==> src/twcs_defs.svh <==
// constants for the two-wire control slave
`ifndef TWCS_DEFS_SVH
`define TWCS_DEFS_SVH
`define TWCS_DEV_ADDR   7'h1A
`define TWCS_REG_AW     7
`define TWCS_REG_DW     9
`define TWCS_REG_LAST   7'h7F
`define TWCS_REG_FIRST  7'h00
`define TWCS_RST_REG    9'h000
`define TWCS_BIT_LAST   3'h7
`endif

==> src/twcs_pkg.sv <==
// types for the two-wire control slave
`default_nettype none
package twcs_pkg;
  typedef enum logic [2:0] {
    ST_IDLE = 3'b000,
    ST_RECV = 3'b001,
    ST_ACK  = 3'b010,
    ST_SEND = 3'b011,
    ST_MACK = 3'b100,
    ST_WAIT = 3'b101
  } twcs_state_e;
  typedef enum logic [1:0] {
    PH_DEV  = 2'b00,
    PH_CTRL = 2'b01,
    PH_DATA = 2'b10
  } twcs_phase_e;
endpackage
`default_nettype wire

==> src/twcs_regfile.sv <==
// control register storage with registered read data
`include "twcs_defs.svh"
`default_nettype none
module twcs_regfile (
  input  wire logic                        clk_i,
  input  wire logic                        we_i,
  input  wire logic [`TWCS_REG_AW-1:0]     waddr_i,
  input  wire logic [`TWCS_REG_DW-1:0]     wdata_i,
  input  wire logic [`TWCS_REG_AW-1:0]     raddr_i,
  output logic      [`TWCS_REG_DW-1:0]     rdata_o
);
  logic [`TWCS_REG_DW-1:0] mem_ff [0:(1<<`TWCS_REG_AW)-1];
  always_ff @(posedge clk_i) begin
    if (we_i) begin
      mem_ff[waddr_i] <= wdata_i;
    end
    rdata_o <= mem_ff[raddr_i];
  end
endmodule
`default_nettype wire

==> src/twcs_top.sv <==
// two-wire control slave: start/stop, address match, register access
//
// Overview of operation
// - detect start: data falls, clock high
// - detect stop: data rises, clock high
// - stop after write returns to idle
// - bytes shift most significant bit first
// - transmitter releases data after eight bits
// - receiver pulls data low on ninth
// - answer only bus address 0011010
// - address bit zero: one read, zero write
// - acknowledge low on match, else high
// - acknowledge address, control, data bytes
// - acknowledge three bytes of read setup
// - keep sending while master acknowledges
// - pointer advances, wraps 7Fh to 00h
`include "twcs_defs.svh"
`default_nettype none
module twcs_top (
  input  wire logic                    clk_i,
  input  wire logic                    reset_n_i,
  input  wire logic                    scl_i,
  input  wire logic                    sda_i,
  output logic                         sda_o,
  output logic                         sda_oe_o,
  output logic                         busy_o,
  output logic                         wr_strobe_o,
  output logic [`TWCS_REG_AW-1:0]      wr_addr_o,
  output logic [`TWCS_REG_DW-1:0]      wr_data_o
);
  logic rst_meta_ff;
  logic rst_n_ff;
  always_ff @(posedge clk_i or negedge reset_n_i) begin
    if (!reset_n_i) begin
      rst_meta_ff <= 1'b0;
      rst_n_ff    <= 1'b0;
    end else begin
      rst_meta_ff <= 1'b1;
      rst_n_ff    <= rst_meta_ff;
    end
  end

  logic [2:0] scl_sync_ff;
  logic [2:0] sda_sync_ff;
  logic       scl_ff;
  logic       sda_ff;
  logic       nxt_scl;
  logic       nxt_sda;
  always_comb begin
    nxt_scl = scl_ff;
    nxt_sda = sda_ff;
    if (scl_sync_ff[1] == scl_sync_ff[2]) begin
      nxt_scl = scl_sync_ff[2];
    end
    if (sda_sync_ff[1] == sda_sync_ff[2]) begin
      nxt_sda = sda_sync_ff[2];
    end
  end
  always_ff @(posedge clk_i or negedge rst_n_ff) begin
    if (!rst_n_ff) begin
      scl_sync_ff <= 3'h7;
      sda_sync_ff <= 3'h7;
      scl_ff      <= 1'b1;
      sda_ff      <= 1'b1;
    end else begin
      scl_sync_ff <= {scl_sync_ff[1:0], scl_i};
      sda_sync_ff <= {sda_sync_ff[1:0], sda_i};
      scl_ff      <= nxt_scl;
      sda_ff      <= nxt_sda;
    end
  end

  logic scl_rise;
  logic scl_fall;
  logic start_det;
  logic stop_det;
  assign scl_rise  = nxt_scl & ~scl_ff;
  assign scl_fall  = ~nxt_scl & scl_ff;
  assign start_det = scl_ff & nxt_scl & sda_ff & ~nxt_sda;
  assign stop_det  = scl_ff & nxt_scl & ~sda_ff & nxt_sda;

  twcs_pkg::twcs_state_e   state_ff;
  twcs_pkg::twcs_state_e   nxt_state;
  twcs_pkg::twcs_phase_e   phase_ff;
  twcs_pkg::twcs_phase_e   nxt_phase;
  logic [7:0]              shift_ff;
  logic [7:0]              nxt_shift;
  logic [2:0]              cnt_ff;
  logic [2:0]              nxt_cnt;
  logic                    rd_ff;
  logic                    nxt_rd;
  logic [`TWCS_REG_AW-1:0] ptr_ff;
  logic [`TWCS_REG_AW-1:0] nxt_ptr;
  logic                    msb_ff;
  logic                    nxt_msb;
  logic                    sda_out_ff;
  logic                    nxt_sda_out;
  logic                    oe_ff;
  logic                    nxt_oe;
  logic                    wr_ff;
  logic                    nxt_wr;
  logic [`TWCS_REG_DW-1:0] wdata_ff;
  logic [`TWCS_REG_DW-1:0] nxt_wdata;
  logic [`TWCS_REG_DW-1:0] rdata;
  logic                    full_ff;
  logic                    nxt_full;
  logic                    busy_ff;
  logic                    nxt_busy;

  always_comb begin
    nxt_state   = state_ff;
    nxt_phase   = phase_ff;
    nxt_shift   = shift_ff;
    nxt_cnt     = cnt_ff;
    nxt_rd      = rd_ff;
    nxt_ptr     = ptr_ff;
    nxt_msb     = msb_ff;
    nxt_sda_out = sda_out_ff;
    nxt_oe      = oe_ff;
    nxt_wr      = 1'b0;
    nxt_wdata   = wdata_ff;
    nxt_full    = full_ff;
    if (start_det) begin
      // repeated start re-enters address phase, pointer kept
      nxt_state = twcs_pkg::ST_RECV;
      nxt_phase = twcs_pkg::PH_DEV;
      nxt_cnt   = 3'h0;
      nxt_full  = 1'b0;
      nxt_oe    = 1'b0;
    end else if (stop_det) begin
      nxt_state = twcs_pkg::ST_IDLE;
      nxt_oe    = 1'b0;
    end else begin
      case (state_ff)
        twcs_pkg::ST_IDLE: begin
          nxt_oe = 1'b0;
        end
        twcs_pkg::ST_RECV: begin
          if (scl_rise) begin
            nxt_shift = {shift_ff[6:0], sda_ff};
            nxt_cnt   = cnt_ff + 3'h1;
            nxt_full  = (cnt_ff == `TWCS_BIT_LAST);
          end else if (scl_fall && full_ff) begin
            // bits are counted on rises, so the clock fall that
            // closes a start is never taken for a data bit
            nxt_full  = 1'b0;
            nxt_state = twcs_pkg::ST_ACK;
            case (phase_ff)
              twcs_pkg::PH_DEV: begin
                if (shift_ff[7:1] == `TWCS_DEV_ADDR) begin
                  nxt_rd = shift_ff[0];
                  nxt_sda_out = 1'b0;
                  nxt_oe      = 1'b1;
                end else begin
                  nxt_state = twcs_pkg::ST_WAIT;
                end
              end
              twcs_pkg::PH_CTRL: begin
                nxt_ptr     = shift_ff[7:1];
                nxt_msb     = shift_ff[0];
                nxt_sda_out = 1'b0;
                nxt_oe      = 1'b1;
              end
              default: begin
                nxt_wdata   = {msb_ff, shift_ff};
                nxt_wr      = 1'b1;
                nxt_sda_out = 1'b0;
                nxt_oe      = 1'b1;
              end
            endcase
          end
        end
        twcs_pkg::ST_ACK: begin
          if (scl_fall) begin
            nxt_oe = 1'b0;
            if (phase_ff == twcs_pkg::PH_DEV && rd_ff) begin
              nxt_phase   = twcs_pkg::PH_DATA;
              nxt_state   = twcs_pkg::ST_SEND;
              nxt_shift   = rdata[7:0];
              nxt_sda_out = rdata[7];
              nxt_oe      = 1'b1;
            end else if (phase_ff == twcs_pkg::PH_DEV) begin
              nxt_phase = twcs_pkg::PH_CTRL;
              nxt_state = twcs_pkg::ST_RECV;
            end else if (phase_ff == twcs_pkg::PH_CTRL) begin
              nxt_phase = twcs_pkg::PH_DATA;
              nxt_state = twcs_pkg::ST_RECV;
            end else begin
              // further bytes continue the sequence
              nxt_ptr   = ptr_ff + 7'h01;
              nxt_state = twcs_pkg::ST_RECV;
            end
          end
        end
        twcs_pkg::ST_SEND: begin
          if (scl_fall && cnt_ff == `TWCS_BIT_LAST) begin
            nxt_oe    = 1'b0;
            nxt_cnt   = 3'h0;
            nxt_state = twcs_pkg::ST_MACK;
          end else if (scl_fall) begin
            nxt_shift   = {shift_ff[6:0], 1'b0};
            nxt_sda_out = shift_ff[6];
            nxt_cnt     = cnt_ff + 3'h1;
          end
        end
        twcs_pkg::ST_MACK: begin
          if (scl_rise) begin
            if (!sda_ff) begin
              nxt_ptr = (ptr_ff == `TWCS_REG_LAST) ?
                        `TWCS_REG_FIRST : ptr_ff + 7'h01;
            end else begin
              nxt_state = twcs_pkg::ST_WAIT;
            end
          end else if (scl_fall) begin
            nxt_state   = twcs_pkg::ST_SEND;
            nxt_shift   = rdata[7:0];
            nxt_sda_out = rdata[7];
            nxt_oe      = 1'b1;
          end
        end
        twcs_pkg::ST_WAIT: begin
          nxt_oe = 1'b0;
        end
        default: begin
          nxt_state = twcs_pkg::ST_IDLE;
          nxt_oe    = 1'b0;
        end
      endcase
    end
    // registered so the port carries no decode glitches
    nxt_busy = (nxt_state != twcs_pkg::ST_IDLE);
  end

  always_ff @(posedge clk_i or negedge rst_n_ff) begin
    if (!rst_n_ff) begin
      state_ff   <= twcs_pkg::ST_IDLE;
      phase_ff   <= twcs_pkg::PH_DEV;
      shift_ff   <= 8'h00;
      cnt_ff     <= 3'h0;
      rd_ff      <= 1'b0;
      ptr_ff     <= `TWCS_REG_FIRST;
      msb_ff     <= 1'b0;
      sda_out_ff <= 1'b1;
      oe_ff      <= 1'b0;
      wr_ff      <= 1'b0;
      wdata_ff   <= `TWCS_RST_REG;
      full_ff    <= 1'b0;
      busy_ff    <= 1'b0;
    end else begin
      state_ff   <= nxt_state;
      phase_ff   <= nxt_phase;
      shift_ff   <= nxt_shift;
      cnt_ff     <= nxt_cnt;
      rd_ff      <= nxt_rd;
      ptr_ff     <= nxt_ptr;
      msb_ff     <= nxt_msb;
      sda_out_ff <= nxt_sda_out;
      oe_ff      <= nxt_oe;
      wr_ff      <= nxt_wr;
      wdata_ff   <= nxt_wdata;
      full_ff    <= nxt_full;
      busy_ff    <= nxt_busy;
    end
  end

  // read data is registered, so the pointer must settle a few
  // clocks before the scl fall that loads the shifter
  twcs_regfile u_regfile (
    .clk_i   (clk_i),
    .we_i    (wr_ff),
    .waddr_i (ptr_ff),
    .wdata_i (wdata_ff),
    .raddr_i (ptr_ff),
    .rdata_o (rdata)
  );

  assign sda_o       = sda_out_ff;
  assign sda_oe_o    = oe_ff;
  assign busy_o      = busy_ff;
  assign wr_strobe_o = wr_ff;
  assign wr_addr_o   = ptr_ff;
  assign wr_data_o   = wdata_ff;
endmodule
`default_nettype wire

==> config.mk <==
export PLATFORM = sky130hd
export DESIGN_NAME = twcs_top
export DESIGN_NICKNAME = d
export VERILOG_FILES = /design/src/twcs_pkg.sv /design/src/twcs_regfile.sv /design/src/twcs_top.sv
export VERILOG_INCLUDE_DIRS = /design/src /design/src/src
export SDC_FILE = /design/constraint.sdc
export NUM_CORES = 1
export LEC_CHECK = 0
export BUFFER_PORTS_ARGS = -buffer_cell sky130_fd_sc_hd__buf_2
export CORE_MARGIN = 1.5
export CORE_UTILIZATION = 50
export DETAILED_ROUTE_END_ITERATION = 16
export HOLD_SLACK_MARGIN = 0.02
export PLACE_DENSITY = 0.76
export SYNTH_ARGS = -nofsm -noshare
export SYNTH_HDL_FRONTEND = slang
export SYNTH_SLANG_ARGS = --single-unit
==> constraint.sdc <==
create_clock -name clk_i -period 3.7 [get_ports clk_i]
set_input_delay 0.74 -clock clk_i [delete_from_list [all_inputs] [get_ports clk_i]]
set_output_delay 0.74 -clock clk_i [all_outputs]
set_load 0.05 [all_outputs]
==> results.md <==
* CTS tree: yes
* Number of H-tree levels at 3
* DIE WIDTH at 296 um
* Total Neg Setup Slack at 0 ns
* Via count at 24600
* Synth top area cells: edfxtp_1 (71%), mux4_2 (6.3%), mux2i_1 (2.9%)
* Yosys cell types at 86
* CTS buffer count at 104
* Fin nets at 2577
* Initial antenna violation count at 2
* Post-synth EDFFs at 1024
* Synth area leader: edfxtp_1
* Power per cell area at 488 mW/mm^2
* Slew HR at 0.175
* Gate Count Post-Synth at 2360
* RSZ-0062 raised after global routing: false
* Setup slack, reg-to-reg at 0.20 ns
* Tightest hold margin at 0.190 ns
* Core footprint at 0.0853 mm^2
* Final Setup Violations at 0
* First-pass GRT wire length at 167000 um
* Slowest CP cell: nor2_2
* P&R area growth vs syn at 13.3%
* Fin. max-slew vios at 0
* Pre-CTS WS at 0.385 ns
* Critical Path RT at 4.23 ns
* Shortest period the worst path allows at 3.50 ns
* Largest delay share family, worst path: compound AO/OA/AOI/OAI gates
* Endpoints failing hold at 0
* Worst r2r path cells at 7
* CTS root buffer: clkbuf_16
* Crit-path max FO at 34
* Arr. time, crit path at 4.02 ns
* Worst Tran Pin Value at 1.24 ns
* Crit. End Element: flip-flop
* Largest net degree at the start of global routing at 130
* Synth Cell Area at 0.0431 mm^2
* Fmax at 286 MHz
* DRT Pass-1 Iters at 6
* Post-CTS resize count at 0
* Worst VDD drop at 0.381 mV
* Largest stage delay, worst path at 0.97 ns
* Hold depth at 1
* Most used DFF post-synth: edfxtp_1
* Most frequent cell after synthesis: edfxtp_1
* Startpoint types: flip-flop
* Initial detailed-routing violation count at 3430
* Synth top area share at 0.714
* Leak Pwr at 0.0169 uW
* DP Wirelength at 74100 um
* Pwr Total at 23800 uW
* Antenna-violating nets left at 0
* Mapped Nets at 2367
* Max capacitance violation total at 0
* Hold Crit Class: input pin to flip-flop
* Register area share after synthesis at 0.747
* Crit path cell chain: buf_12 -> nor2_2 -> a22oi_1 -> a221oi_1 -> nor4_1 -> o22ai_1 -> a2111oi_2
* WP buf/inv at 1
* Gpl congestion at 0.967
* Clock Skew at 0.0368 ns
* Die height at 296 um
* Post-route cell area at 0.0488 mm^2
* Number of global-route vias before repair at 24600
* # rows at 107
* Most instantiated cells after synthesis: edfxtp_1 (1024), nor2_1 (183), mux2i_1 (124)
* Placed cell area at 0.0454 mm^2
* Die Area at 0.0879 mm^2
* Clock transition at the registers of the reported paths at 0.06 ns
* Clk Latency, worst-skew pair at 0.68 ns
* Max Root-Sink Buffers at 3
* IO Count at 24
* Port Buffer Count at 23
* FF+latch count, synth at 1081
* GR Util All Layers at 0.265
* Average size of a mapped cell at 18.2 um^2
* Post-synth ARST share at 0.0453
* Layout cell share with drive strength beyond 1 at 0.235
* Final worst-path cycle share at 0.945
* Critical setup path kind: flip-flop to flip-flop
* Clock Sinks at 1081
* Crit path depth at 7
* Vias per cell at 6.47
* Setup WS post-layout at 0.202 ns
* Synthesis Warnings at 0
* Remaining Overflow, GRT at 0
* Routed len/inst at 30.4 um
* Initial Util at 0.505
* Status: complete, no violations
* Final wirelength at 116000 um
* DRC viols at 0
[cells in the final DEF, fill, tap and decap left out, drive strengths merged, types with 53 or more instances in the layout]
cell	netlist	final
clkbuf	49	129
edfxtp	1024	1024
mux2i	124	124
nor2	185	185
nand2	107	107
mux2	54	54
a21oi	61	61
a221oi	53	53
mux4	139	139
buf	90	242
[logic make-up (layout without fill, tap and decap cells)]
logic type	count (synthesis)	after routing	share of synthesized area
DFF	1081	1081	0.747
and+or+nand+nor	421	421	0.0450
AOI/OAI and AO/OA	383	383	0.0651
muxes	317	317	0.117
buffers and inverters	152	451	0.0248
adders and majority gates	5	5	0.00134
other	1	2	0.0000871
[routing by layer]
layer | global-route usage | vias up | share of wire
met5 | 0 | - | 0
met4 | 0.120 | 0 | 0.049
met3 | 0.0736 | 319 | 0.12
met2 | 0.409 | 1672 | 0.46
met1 | 0.355 | 12600 | 0.37
li1 | - | 10000 | -
[worst paths after layout]
| path | endpoint | from |
|---|---|---|
| setup / recovery | u_regfile.rdata_o[5] | wr_addr_o[1] |
| hold / removal | sda_sync_ff[0] | sda_i |
| setup reg to reg | u_regfile.rdata_o[5] | wr_addr_o[1] |
| hold reg to reg | wr_data_o[3] | rst_n_ff |
| max in group asynchronous | wr_data_o[6] | rst_n_ff |
| min in group asynchronous | wr_data_o[3] | rst_n_ff |
[registers in the layout, indices dropped and copies added, names as in the netlist, 7 cells and up]
signal	flops
wr_data_o	9
shift_ff	8
wr_addr_o	7
u_regfile.mem_ff	1024
u_regfile.rdata_o	8
[where the power goes]
group,switching [uW],internal (uW),leakage (uW)
sequential,61.4,13200,0.0114
clock,4470,5850,0.00163
combinational,109,74.5,0.00394
total,4640,19200,0.0169
[stage by stage]
stage | utilization | instances
finish | 0.572 | 3804
global route | 0.572 | 3803
CTS | 0.572 | 3803
detailed placement | 0.533 | 3607
global placement | 0.533 | 3607
floorplan | - | 2360
[timing repair]
action,in CTS,in global routing
endpoints found under the hold margin,2,0
buffers inserted,0,0
hold buffers,1,0
[layout make-up]
class / count / area (um^2)
antenna: 1 / 2.50
clock buffer: 129 / 2750
clock inverter: 66 / 584
fill: 6178 / 36500
inverter: 13 / 48.8
multi-input combinational: 1127 / 9850
sequential: 1081 / 32200
tap: 1144 / 1430
timing repair buffer: 243 / 1930
Power figures use the tool's default switching activity.
